$ cat src/hw/dcd_map.vh
// constants of the debug command decoder: command codes, field positions, reset values
// assumes plain verilog-2005 and inclusion by bare name
`ifndef DCD_MAP_VH
`define DCD_MAP_VH

// command byte fields
`define DCD_RET_BIT 2
`define DCD_NARG_HI 1
`define DCD_NARG_LO 0

// decoded operations
`define DCD_OP_NONE 4'h0
`define DCD_OP_ERASE 4'h1
`define DCD_OP_WRCFG 4'h2
`define DCD_OP_RDCFG 4'h3
`define DCD_OP_PC 4'h4
`define DCD_OP_STATUS 4'h5
`define DCD_OP_BRKPT 4'h6
`define DCD_OP_HALT 4'h7
`define DCD_OP_RESUME 4'h8
`define DCD_OP_INJECT 4'h9
`define DCD_OP_STEP 4'hA
`define DCD_OP_REPLACE 4'hB
`define DCD_OP_IDENT 4'hC

// command patterns: full bytes and masked prefixes
`define DCD_PAT_ERASE 5'h02
`define DCD_PAT_WRCFG 5'h03
`define DCD_PAT_STATUS 5'h06
`define DCD_PAT_BRKPT 5'h07
`define DCD_CODE_RDCFG 8'h24
`define DCD_CODE_PC 8'h28
`define DCD_CODE_HALT 8'h44
`define DCD_CODE_RESUME 8'h4C
`define DCD_CODE_STEP 8'h5C
`define DCD_CODE_IDENT 8'h68
`define DCD_PAT_INJECT 6'h15
`define DCD_PAT_REPLACE 6'h19

// configuration byte fields
`define DCD_CFG_TIMERS_OFF 3
`define DCD_CFG_DMA_PAUSE 2
`define DCD_CFG_TIMER_SUSPEND 1
`define DCD_CFG_INFO_PAGE 0
`define DCD_CFG_RESET 4'h0

// return lengths in bits
`define DCD_RET_BYTE 5'h08
`define DCD_RET_WORD 5'h10

`endif

$ cat src/hw/dcd_debug_command_decoder.v
// debug command decoder: two-wire link receiver, command execution, configuration byte
// assumes link pins arrive asynchronously; cpu, flash and status signals share clk_sys
//
// What this block does
// - command byte: bits 7-3 code, bit 2 return byte, bits 1-0 arg count.
// - status-read command returns the single debug status byte when bit 2 is set, nothing otherwise.
// - code 0001 0x00 requests full flash mass erase and lock clear.
// - after any command other than status read, erase or an unknown code is accepted, later mass erases are refused.
// - code 0001 1x01 stores the following host byte as configuration.
// - code 0010 0100 returns configuration as last written.
// - code 0010 1000 returns 16-bit program counter, two bytes whenever unlocked.
// - code 0011 0x00 decodes as status-byte read.
// - code 0011 1x11 decodes as hardware breakpoint set.
// - code 0100 1100 resumes the processor; only while halted.
// - code 0101 01xx runs injected bytes while halted, pc unchanged.
// - code 0101 1100 steps one program instruction while halted, pc advances.
// - code 0110 01xx replaces next instruction while halted, pc advances.
// - code 0110 1000 returns 16-bit chip identity, two bytes always.
// - configuration bit 3 set disables all timers.
// - configuration bit 2 set pauses all dma transfers.
// - configuration bit 1 suspends timers in injected or stepped branch instructions.
// - configuration bit 0 selects flash information page, else main page.
// - configuration bits 7-4 ignored on write.
// - while locked only erase, status read and identity read execute.
// - status bits 7..0: erase done, idle, halted, pm0, cause, lock, osc, overflow.
`timescale 1ns/1ps
`default_nettype none
`include "dcd_map.vh"

module dcd_debug_command_decoder (
    input wire clk_sys,
    input wire sys_rst,
    input wire dbg_clk,
    input wire dbg_data_in,
    output wire dbg_data_out,
    output wire dbg_data_oe,
    input wire [15:0] cpu_pc,
    input wire [15:0] chip_identity,
    input wire erase_done,
    input wire cpu_idle,
    input wire cpu_halted,
    input wire power_mode_0,
    input wire halt_cause,
    input wire port_lock_bit,
    input wire osc_stable,
    input wire stack_overflow,
    output wire erase_req,
    output wire halt_req,
    output wire resume_req,
    output wire inject_req,
    output wire step_req,
    output wire replace_req,
    output wire breakpoint_req,
    output wire [23:0] cmd_arg,
    output wire [1:0] cmd_arg_count,
    output wire timers_off,
    output wire dma_pause,
    output wire timer_suspend,
    output wire sel_info_page
);

    localparam [2:0] ST_CMD = 3'd0;
    localparam [2:0] ST_ARG = 3'd1;
    localparam [2:0] ST_EXEC = 3'd2;
    localparam [2:0] ST_RET = 3'd3;

    function [3:0] dcd_decode;
        input [7:0] b;
        begin
            dcd_decode = `DCD_OP_NONE;
            if (b[7:3] == `DCD_PAT_ERASE && b[1:0] == 2'b00)
                dcd_decode = `DCD_OP_ERASE;
            else if (b[7:3] == `DCD_PAT_WRCFG && b[1:0] == 2'b01)
                dcd_decode = `DCD_OP_WRCFG;
            else if (b == `DCD_CODE_RDCFG)
                dcd_decode = `DCD_OP_RDCFG;
            else if (b == `DCD_CODE_PC)
                dcd_decode = `DCD_OP_PC;
            else if (b[7:3] == `DCD_PAT_STATUS && b[1:0] == 2'b00)
                dcd_decode = `DCD_OP_STATUS;
            else if (b[7:3] == `DCD_PAT_BRKPT && b[1:0] == 2'b11)
                dcd_decode = `DCD_OP_BRKPT;
            else if (b == `DCD_CODE_HALT)
                dcd_decode = `DCD_OP_HALT;
            else if (b == `DCD_CODE_RESUME)
                dcd_decode = `DCD_OP_RESUME;
            else if (b[7:2] == `DCD_PAT_INJECT)
                dcd_decode = `DCD_OP_INJECT;
            else if (b == `DCD_CODE_STEP)
                dcd_decode = `DCD_OP_STEP;
            else if (b[7:2] == `DCD_PAT_REPLACE)
                dcd_decode = `DCD_OP_REPLACE;
            else if (b == `DCD_CODE_IDENT)
                dcd_decode = `DCD_OP_IDENT;
        end
    endfunction

    // two-flop synchronisers, third stage only for edge finding
    reg clk_s1_q, clk_s2_q, clk_s3_q;
    reg dat_s1_q, dat_s2_q;
    always @(posedge clk_sys) begin
        if (sys_rst) begin
            clk_s1_q <= 1'b0;
            clk_s2_q <= 1'b0;
            clk_s3_q <= 1'b0;
            dat_s1_q <= 1'b0;
            dat_s2_q <= 1'b0;
        end else begin
            clk_s1_q <= dbg_clk;
            clk_s2_q <= clk_s1_q;
            clk_s3_q <= clk_s2_q;
            dat_s1_q <= dbg_data_in;
            dat_s2_q <= dat_s1_q;
        end
    end

    wire link_rise = clk_s2_q & ~clk_s3_q;
    wire link_fall = ~clk_s2_q & clk_s3_q;

    reg [2:0] state_q;
    reg [2:0] bit_cnt_q;
    reg [7:0] rx_q;
    reg [7:0] cmd_q;
    reg [1:0] args_left_q;
    reg [23:0] arg_q;
    reg [15:0] tx_q;
    reg [4:0] ret_len_q;
    reg [4:0] sent_q;
    reg out_q, oe_q;
    reg [3:0] cfg_q;
    reg erase_allow_q;
    reg erase_q, halt_q, resume_q, inject_q, step_q, replace_q, brk_q;

    wire [7:0] rx_next = {rx_q[6:0], dat_s2_q};
    wire [3:0] op = dcd_decode(cmd_q);

    wire [7:0] status_byte = {erase_done, cpu_idle, cpu_halted, power_mode_0,
                              halt_cause, port_lock_bit, osc_stable, stack_overflow};

    wire lock_ok = ~port_lock_bit | (op == `DCD_OP_ERASE) | (op == `DCD_OP_STATUS) |
                   (op == `DCD_OP_IDENT);

    // link framing: host data sampled on falling edges, reply driven on rising edges
    always @(posedge clk_sys) begin
        if (sys_rst) begin
            state_q <= ST_CMD;
            bit_cnt_q <= 3'd0;
            rx_q <= 8'h00;
            cmd_q <= 8'h00;
            args_left_q <= 2'd0;
            arg_q <= 24'h000000;
            tx_q <= 16'h0000;
            ret_len_q <= 5'd0;
            sent_q <= 5'd0;
            out_q <= 1'b0;
            oe_q <= 1'b0;
            cfg_q <= `DCD_CFG_RESET;
            erase_allow_q <= 1'b1;
            erase_q <= 1'b0;
            halt_q <= 1'b0;
            resume_q <= 1'b0;
            inject_q <= 1'b0;
            step_q <= 1'b0;
            replace_q <= 1'b0;
            brk_q <= 1'b0;
        end else begin
            // request strobes last one cycle
            erase_q <= 1'b0;
            halt_q <= 1'b0;
            resume_q <= 1'b0;
            inject_q <= 1'b0;
            step_q <= 1'b0;
            replace_q <= 1'b0;
            brk_q <= 1'b0;
            case (state_q)
                ST_CMD: begin
                    if (link_fall) begin
                        rx_q <= rx_next;
                        bit_cnt_q <= bit_cnt_q + 3'd1;
                        if (bit_cnt_q == 3'd7) begin
                            cmd_q <= rx_next;
                            args_left_q <= rx_next[`DCD_NARG_HI:`DCD_NARG_LO];
                            arg_q <= 24'h000000;
                            state_q <= (rx_next[1:0] == 2'b00) ? ST_EXEC : ST_ARG;
                        end
                    end
                end
                ST_ARG: begin
                    if (link_fall) begin
                        rx_q <= rx_next;
                        bit_cnt_q <= bit_cnt_q + 3'd1;
                        if (bit_cnt_q == 3'd7) begin
                            // first host byte lands highest once all are in
                            arg_q <= {arg_q[15:0], rx_next};
                            args_left_q <= args_left_q - 2'd1;
                            if (args_left_q == 2'd1)
                                state_q <= ST_EXEC;
                        end
                    end
                end
                ST_EXEC: begin
                    // commands other than status, erase and unknown codes close the erase window
                    // erase refused once disabled
                    if (op != `DCD_OP_STATUS && op != `DCD_OP_ERASE && op != `DCD_OP_NONE)
                        erase_allow_q <= 1'b0;
                    // unknown codes fall through every branch
                    if (lock_ok) begin
                        case (op)
                            `DCD_OP_ERASE: begin
                                erase_q <= erase_allow_q;
                            end
                            `DCD_OP_WRCFG: begin
                                cfg_q <= arg_q[3:0];
                            end
                            `DCD_OP_BRKPT: begin
                                brk_q <= 1'b1;
                            end
                            `DCD_OP_HALT: begin
                                halt_q <= 1'b1;
                            end
                            `DCD_OP_RESUME: begin
                                resume_q <= cpu_halted;
                            end
                            `DCD_OP_INJECT: begin
                                inject_q <= cpu_halted;
                            end
                            `DCD_OP_STEP: begin
                                step_q <= cpu_halted;
                            end
                            `DCD_OP_REPLACE: begin
                                replace_q <= cpu_halted;
                            end
                            default: begin
                            end
                        endcase
                    end
                    // reply selection; 16-bit replies ignore the return flag
                    if (op == `DCD_OP_PC && lock_ok) begin
                        tx_q <= cpu_pc;
                        ret_len_q <= `DCD_RET_WORD;
                    end else if (op == `DCD_OP_IDENT) begin
                        tx_q <= chip_identity;
                        ret_len_q <= `DCD_RET_WORD;
                    end else if (cmd_q[`DCD_RET_BIT]) begin
                        if (op == `DCD_OP_RDCFG && lock_ok)
                            tx_q <= {4'h0, cfg_q, 8'h00};
                        else
                            tx_q <= {status_byte, 8'h00}; // status reply
                        ret_len_q <= `DCD_RET_BYTE;
                    end else begin
                        ret_len_q <= 5'd0;
                    end
                    sent_q <= 5'd0;
                    bit_cnt_q <= 3'd0;
                    // a locked pc read sends nothing: waiting here would eat the next command's first fall
                    if (cmd_q[`DCD_RET_BIT] || (op == `DCD_OP_PC && lock_ok) || op == `DCD_OP_IDENT)
                        state_q <= ST_RET;
                    else
                        state_q <= ST_CMD;
                end
                ST_RET: begin
                    // msb first; pin held until host samples the last bit
                    if (link_rise && sent_q != ret_len_q) begin
                        out_q <= tx_q[15];
                        oe_q <= 1'b1;
                        tx_q <= {tx_q[14:0], 1'b0};
                        sent_q <= sent_q + 5'd1;
                    end else if (link_fall && sent_q == ret_len_q) begin
                        oe_q <= 1'b0;
                        out_q <= 1'b0;
                        state_q <= ST_CMD;
                    end
                end
                default: begin
                    state_q <= ST_CMD;
                end
            endcase
        end
    end

    assign dbg_data_out = out_q;
    assign dbg_data_oe = oe_q;
    assign erase_req = erase_q;
    assign halt_req = halt_q;
    assign resume_req = resume_q;
    assign inject_req = inject_q;
    assign step_req = step_q;
    assign replace_req = replace_q;
    assign breakpoint_req = brk_q;
    assign cmd_arg = arg_q;
    assign cmd_arg_count = cmd_q[1:0];

    assign timers_off = cfg_q[`DCD_CFG_TIMERS_OFF];
    assign dma_pause = cfg_q[`DCD_CFG_DMA_PAUSE];
    assign timer_suspend = cfg_q[`DCD_CFG_TIMER_SUSPEND];
    assign sel_info_page = cfg_q[`DCD_CFG_INFO_PAGE];

endmodule
`default_nettype wire

$ cat config.mk
export PLATFORM = sky130hd
export DESIGN_NAME = dcd_debug_command_decoder
export DESIGN_NICKNAME = d
export VERILOG_FILES = /design/src/hw/dcd_debug_command_decoder.v
export VERILOG_INCLUDE_DIRS = /design/src /design/src/hw
export SDC_FILE = /design/constraint.sdc
export NUM_CORES = 1
export LEC_CHECK = 0
export BUFFER_PORTS_ARGS = -buffer_cell sky130_fd_sc_hd__buf_2
export CAP_MARGIN = 40
export CORE_UTILIZATION = 55
export CTS_CLUSTER_DIAMETER = 80
export DETAILED_ROUTE_END_ITERATION = 12
export HOLD_SLACK_MARGIN = 0.15
export PLACE_DENSITY_LB_ADDON = 0.2
export SKIP_LAST_GASP = 1
export SLEW_MARGIN = 20
export SYNTH_ARGS = -nofsm -noshare
export SYNTH_HDL_FRONTEND = slang
export SYNTH_SLANG_ARGS = --single-unit
$ cat constraint.sdc
create_clock -name clk_sys -period 5.05 [get_ports clk_sys]
set_input_delay 0.7575 -clock clk_sys [delete_from_list [all_inputs] [get_ports clk_sys]]
set_output_delay 0.7575 -clock clk_sys [all_outputs]
set_load 0.05 [all_outputs]
# Word-level counts from Yosys, hierarchy flattened

Index checks and enable logic that the tools add are counted.

Equality and inequality tests: 45
Muxes and demuxes: 50
Add/sub/neg operators: 3
Bitwise logic cells: 15
Reduce and logical (&&, ||, !) cells: 37

Operators with widths:

| operator                                             | number |
|---|---|
| two-way mux 24 bit                                   | 4 |
| two-way mux 16 bit                                   | 5 |
| two-way mux 4 bit                                    | 13 |
| case mux 24 bit (2 select lines)                     | 1 |
| equality test 8 x 7 -> 1 bit (second input constant) | 4 |
| case mux 16 bit (2 select lines)                     | 1 |
| two-way mux 3 bit                                    | 8 |
| equality test 4 bit (second input constant)          | 5 |
| OR reduction 4 bit                                   | 5 |
| equality test 4 x 3 -> 1 bit (second input constant) | 4 |
| equality test 8 x 6 -> 1 bit (second input constant) | 2 |
| != test 2 bit (second input constant)                | 8 |
| two-way mux 5 bit                                    | 3 |
| equality test 6 x 5 -> 1 bit (second input constant) | 2 |
| two-way mux 2 bit                                    | 6 |
| case mux 3 bit (4 select lines)                      | 1 |
| equality test 5 x 2 -> 1 bit (second input constant) | 2 |
| equality test 5 x 3 -> 1 bit (second input constant) | 2 |
| logical AND 1 bit                                    | 10 |
| inverter 1 bit                                       | 10 |
| case mux 5 bit (2 select lines)                      | 1 |
| AND reduction 2 bit                                  | 5 |
| AND reduction 3 bit                                  | 3 |
| equality test 4 x 2 -> 1 bit (second input constant) | 2 |
| other kinds (29)                                     | 43 |

Logic and storage cells: 175
Flip-flop bits (word level): 92
Output and inout bits: 39

# Logic depth before layout (Yosys ltp)

Word-level depth: 23
Depth in mapped cells: 8
Mapped depth without buffers: 7

# Worst setup path before layout

No wires, ideal clock.

Path kind: input -> register
From: input port port_lock_bit
To: register tx_q[13]
Slack: 3.010 ns
Stages on the path: 6
Library setup time: 0.061 ns
Arrival: 1.979 ns
Buffers on the path: 1
Cell sequence: inv_1 > o311a_1 > o22a_2 > nor2_1 > clkbuf_1 > a32o_1

Word-level cells in the longest chain between the ends: 10

RTL lines:

| element                          | line                            | RTL |
|---|---|---|
| start: declaration               | dcd_debug_command_decoder.v:44  | `input wire port_lock_bit,` |
| inverter 1 bit *                 | dcd_debug_command_decoder.v:140 | `` wire lock_ok = ~port_lock_bit \| (op == `DCD_OP_ERASE) \| (op == `DCD_OP_STATUS) \| `` |
| bitwise OR 1 bit * (3 in a row)  | dcd_debug_command_decoder.v:140 |  |
| logical AND 1 bit                | dcd_debug_command_decoder.v:245 | `` if (op == `DCD_OP_RDCFG && lock_ok) `` |
| two-way mux 16 bit               | dcd_debug_command_decoder.v:245 |  |
| two-way mux 16 bit               | dcd_debug_command_decoder.v:244 | `` end else if (cmd_q[`DCD_RET_BIT]) begin `` |
| two-way mux 16 bit               | dcd_debug_command_decoder.v:241 | `` end else if (op == `DCD_OP_IDENT) begin `` |
| two-way mux 16 bit               | dcd_debug_command_decoder.v:238 | `` if (op == `DCD_OP_PC && lock_ok) begin `` |
| case mux 16 bit (2 select lines) | dcd_debug_command_decoder.v:175 | `case (state_q)` |
| end signal: assignment           | dcd_debug_command_decoder.v:239 | `tx_q <= cpu_pc;` |
| end signal: assignment           | dcd_debug_command_decoder.v:242 | `tx_q <= chip_identity;` |
| end signal: assignment           | dcd_debug_command_decoder.v:246 | `tx_q <= {4'h0, cfg_q, 8'h00};` |
| end: declaration                 | dcd_debug_command_decoder.v:126 | `reg [15:0] tx_q;` |

Every way passes the cells marked *; elsewhere a longest branch is shown, timed or not. The select of a mux whose other input is x is not followed.
A chain may end at the register's enable or synchronous reset.

# Final worst setup path

From: register cmd_q[3]
To: register tx_q[12]

Word-level cells in the longest chain between the ends: 23

RTL lines:

| element                                | line                            | RTL |
|---|---|---|
| start: declaration                     | dcd_debug_command_decoder.v:123 | `reg [7:0] cmd_q;` |
| start signal: assignment               | dcd_debug_command_decoder.v:181 | `cmd_q <= rx_next;` |
| equality test 8 x 7 -> 1 bit (no line) | -                               |  |
| two-way mux 4 bit                      | dcd_debug_command_decoder.v:93  | `` else if (b == `DCD_CODE_IDENT) `` |
| two-way mux 4 bit                      | dcd_debug_command_decoder.v:91  | `` else if (b[7:2] == `DCD_PAT_REPLACE) `` |
| two-way mux 4 bit                      | dcd_debug_command_decoder.v:89  | `` else if (b == `DCD_CODE_STEP) `` |
| two-way mux 4 bit                      | dcd_debug_command_decoder.v:87  | `` else if (b[7:2] == `DCD_PAT_INJECT) `` |
| two-way mux 4 bit                      | dcd_debug_command_decoder.v:85  | `` else if (b == `DCD_CODE_RESUME) `` |
| two-way mux 4 bit                      | dcd_debug_command_decoder.v:83  | `` else if (b == `DCD_CODE_HALT) `` |
| two-way mux 4 bit                      | dcd_debug_command_decoder.v:81  | `` else if (b[7:3] == `DCD_PAT_BRKPT && b[1:0] == 2'b11) `` |
| [... 5 more ...]                       | -                               |  |
| equality test 4 x 1 -> 1 bit           | -                               |  |
| bitwise OR 1 bit (3 in a row)          | dcd_debug_command_decoder.v:140 |  |
| logical AND 1 bit                      | dcd_debug_command_decoder.v:245 |  |
| two-way mux 16 bit                     | dcd_debug_command_decoder.v:245 |  |
| two-way mux 16 bit                     | dcd_debug_command_decoder.v:244 |  |
| two-way mux 16 bit                     | dcd_debug_command_decoder.v:241 |  |
| two-way mux 16 bit                     | dcd_debug_command_decoder.v:238 |  |
| case mux 16 bit (2 select lines)       | dcd_debug_command_decoder.v:175 |  |

Marked as above.

==> flow_summary_export.csv <==
group,metric,value,unit
power,max-vdd-ir-drop,0.182,mV
sta,fin_ws,2.40,ns
setup_path,arrival,2.91,ns
setup_path,crit_type,"reg -> reg",
sta,slew_viol_final,0,
setup_path,end_kind,"register",
sta,relSlewSlack,54.7,%
sta,rsz0062_at_grt,"false",
sta,hold_viol,0,
floorplan,die_h,88.8,µm
outcome,status,"finished clean",
placed_design,dp_hpwl,7110,µm
drt,wl,10300,µm
final_layout,antenna_cells,0,
clock_tree,post_cts_buffers,0,
drt,num_vias,3948,
floorplan,coreArea,0.00725,mm²
placed_design,dp.cells,633,
final_layout,final_util,66.2,%
global_routing,grt_usage,26.6,%
floorplan,io_pins,83,
placed_design,gp_congestion,0.888,
final_layout,final_cells,652,
setup_path,cp.required,5.31,ns
clock_tree,cts_buffers,9,
drt,avgViaCountPerCell,6.06,
synth,async_reset_ff_share,0,%
setup_path,crit_slowest_cell,"dfxtp_1",
global_routing,grt_pass1_wl,16100,µm
drt,wl_per_cell,15.8,µm
setup_path,crit_chain,"or4b_4 > nor3_4 > nor2b_1 > a221o_1 > a32o_1",
synth,yosys_warnings,0,
floorplan,initial_core_util,57.2,%
synth,postSynthCellCount,484,
setup_path,critPathMaxFanout,16,
clock_tree,post_cts_resized,0,
min_path,hold_path.class,"reg -> reg",
setup_path,start_kind,"register",
global_routing,grt_max_degree,40,
sta,finalSetupViolCount,0,
synth,synth_nets,533,
clock_tree,tritoncts,"yes",
final_layout,final_common_cell,"dfxtp_1",
placed_design,pre_cts_ws,2.42,ns
clock_tree,cts_root_buffer,"clkbuf_8",
sta,fmax,0.377,GHz
floorplan,dieArea,0.00789,mm²
clock_tree,cts_buffer_depth,2,
clock_tree,insertion_delay,0.36,ns
setup_path,path_buf_inv,0,
final_layout,syn_to_final_growth,15.8,%
power,powerDensity,274,mW/mm²
sta,fin_crit,2.65,ns
synth,synth_seq_cells,88,
sta,period_share,52.5,%
final_layout,fin_nets,597,
synth,ys_types,64,
synth,netlist_area,0.00415,mm²
synth,synth-edff-count,0,
clock_tree,path_clk_slew,0.09,ns
setup_path,max_stage_delay,0.63,ns
global_routing,grt_overflow_total,0,
floorplan,fp.dieW,88.8,µm
clock_tree,cts_sinks,88,
sta,fin_tns_setup,0,ns
drt,drcViolationCount,0,
job,cap_violations,0,
placed_design,io_buffers,82,
sta,whs,0.449,ns
clock_tree,cts_hold_buf,0,
drt,drtIter0Drc,285,
sta,skew,0.0141,ns
power,leakagePower,1.89,nW
sta,worst_pin_slew,0.680,ns
synth,seq_area_frac_synth,42.5,%
synth,syn_avg_cell_area,8.57,µm²
global_routing,antenna_found_initial,0,
final_layout,drive_gt1_share,21.2,%
final_layout,final_cell_mix,"dfxtp_1 (88), buf_2 (82), nor2_1 (53)",
drt,dr.pass1.iters,5,
global_routing,grt_pass1_vias,3415,
drt,drtAntennaViolNets,0,
setup_path,crit_family,"simple AND/OR/NAND/NOR gates",
floorplan,rows,31,
synth,ys.flop_type,"dfxtp_1",
clock_tree,cts.htree.levels,3,
-- cell type report --
cell class              instances  area, µm²
well taps                      99        124
flip-flops and latches         88       1760
clock buffers                   9        124
multi-input cells             347       2170
fillers                       643       2450
repair buffers                 89        463
clock inverters                 7        108
inverters                      13       48.8
-- cell families (layout without fill, tap and decap cells) --
| group | after synthesis | after routing | share of synthesized area [%] |
|---|---|---|---|
| AOI/OAI and AO/OA | 156 | 156 | 26.6 |
| xor gates and xnor gates | 8 | 8 | 1.69 |
| muxes | 6 | 6 | 1.48 |
| buffers and inverters | 49 | 118 | 5.16 |
| adders and majority gates | 5 | 5 | 1.51 |
| and+or+nand+nor | 172 | 172 | 21.1 |
| DFF | 88 | 88 | 42.5 |
-- power breakdown --
| group | internal (mW) | switching [mW] | leakage [nW] |
|---|---|---|---|
| combinational | 0.0201 | 0.0291 | 1.07 |
| sequential | 0.697 | 0.00265 | 0.710 |
| clock | 0.289 | 0.276 | 0.114 |
-- Yosys cell counts (2+ instances only) --
library cell | n | area share (%)
dfxtp_1 | 88 | 42
nor2_1 | 53 | 4.8
nand2_1 | 43 | 3.9
a21oi_1 | 41 | 4.9
clkbuf_1 | 24 | 2.2
a22oi_1 | 21 | 3.8
nand3_1 | 17 | 2.1
a221o_1 | 15 | 3.6
o21ai_0 | 15 | 1.8
inv_1 | 13 | 1.2
nor2b_1 | 10 | 1.5
nand2b_1 | 8 | 1.2
o21ai_1 | 8 | 0.97
o2bb2ai_1 | 8 | 1.7
buf_2 | 6 | 0.72
nor3_1 | 6 | 0.72
ha_1 | 5 | 1.5
mux2i_1 | 5 | 1.2
nor3b_1 | 5 | 0.91
o211ai_1 | 5 | 0.91
xor2_1 | 5 | 1.1
a211oi_1 | 4 | 0.72
a32o_1 | 4 | 0.97
buf_4 | 4 | 0.72
o22ai_1 | 4 | 0.60
or2_2 | 4 | 0.60
a2111oi_0 | 3 | 0.63
a22o_1 | 3 | 0.63
a31oi_1 | 3 | 0.45
and2_1 | 3 | 0.45
nand4_1 | 3 | 0.45
nor4_1 | 3 | 0.45
o2111ai_1 | 3 | 0.63
xnor2_1 | 3 | 0.63
a211o_1 | 2 | 0.42
a21o_1 | 2 | 0.36
a221oi_1 | 2 | 0.42
and3_1 | 2 | 0.30
nand4b_1 | 2 | 0.42
nor4b_2 | 2 | 0.72
o21a_1 | 2 | 0.36
o22a_1 | 2 | 0.42
o31ai_1 | 2 | 0.36
-- path summary, 6_finish.rpt --
| check | startpoint | endpoint | slack [ns] | cells after the start |
|---|---|---|---|---|
| worst max-delay path | cmd_q[3]$_SDFFE_PP0P_ | tx_q[12]$_SDFFE_PP0P_ | 2.40 | 5 |
| worst min-delay path | clk_s1_q$_SDFF_PP0_ | clk_s2_q$_SDFF_PP0_ | 0.45 | 1 |
| worst min register to register | clk_s1_q$_SDFF_PP0_ | clk_s2_q$_SDFF_PP0_ | 0.45 | 1 |
| worst max register to register | cmd_q[3]$_SDFFE_PP0P_ | tx_q[12]$_SDFFE_PP0P_ | 2.40 | 5 |
-- flip-flops by register name, summed over array words and instances, names as in the netlist, 2 cells and up --
name         flops
cfg_q            4
rx_q             7
sent_q           5
state_q          2
cmd_q            8
bit_cnt_q        3
ret_len_q        2
cmd_arg         24
args_left_q      2
tx_q            16
-- stage by stage --
step           cell area (µm²)  total power [mW]
2_1_floorplan             4150             0.740
3_3_place_gp              4540             0.763
3_5_place_dp              4550             0.764
4_1_cts                   4780              1.32
5_1_grt                   4800              1.36
6_report                  4800              1.31
-- per-layer routing --
metal,track usage (%),up-vias,share of wire (%)
li1,-,1906,-
met1,36.0,1875,46
met2,40.2,135,45
met3,4.20,32,5.5
met4,15.2,0,3.1
met5,0,-,0
No activity file was read; power rests on OpenSTA's default activity.
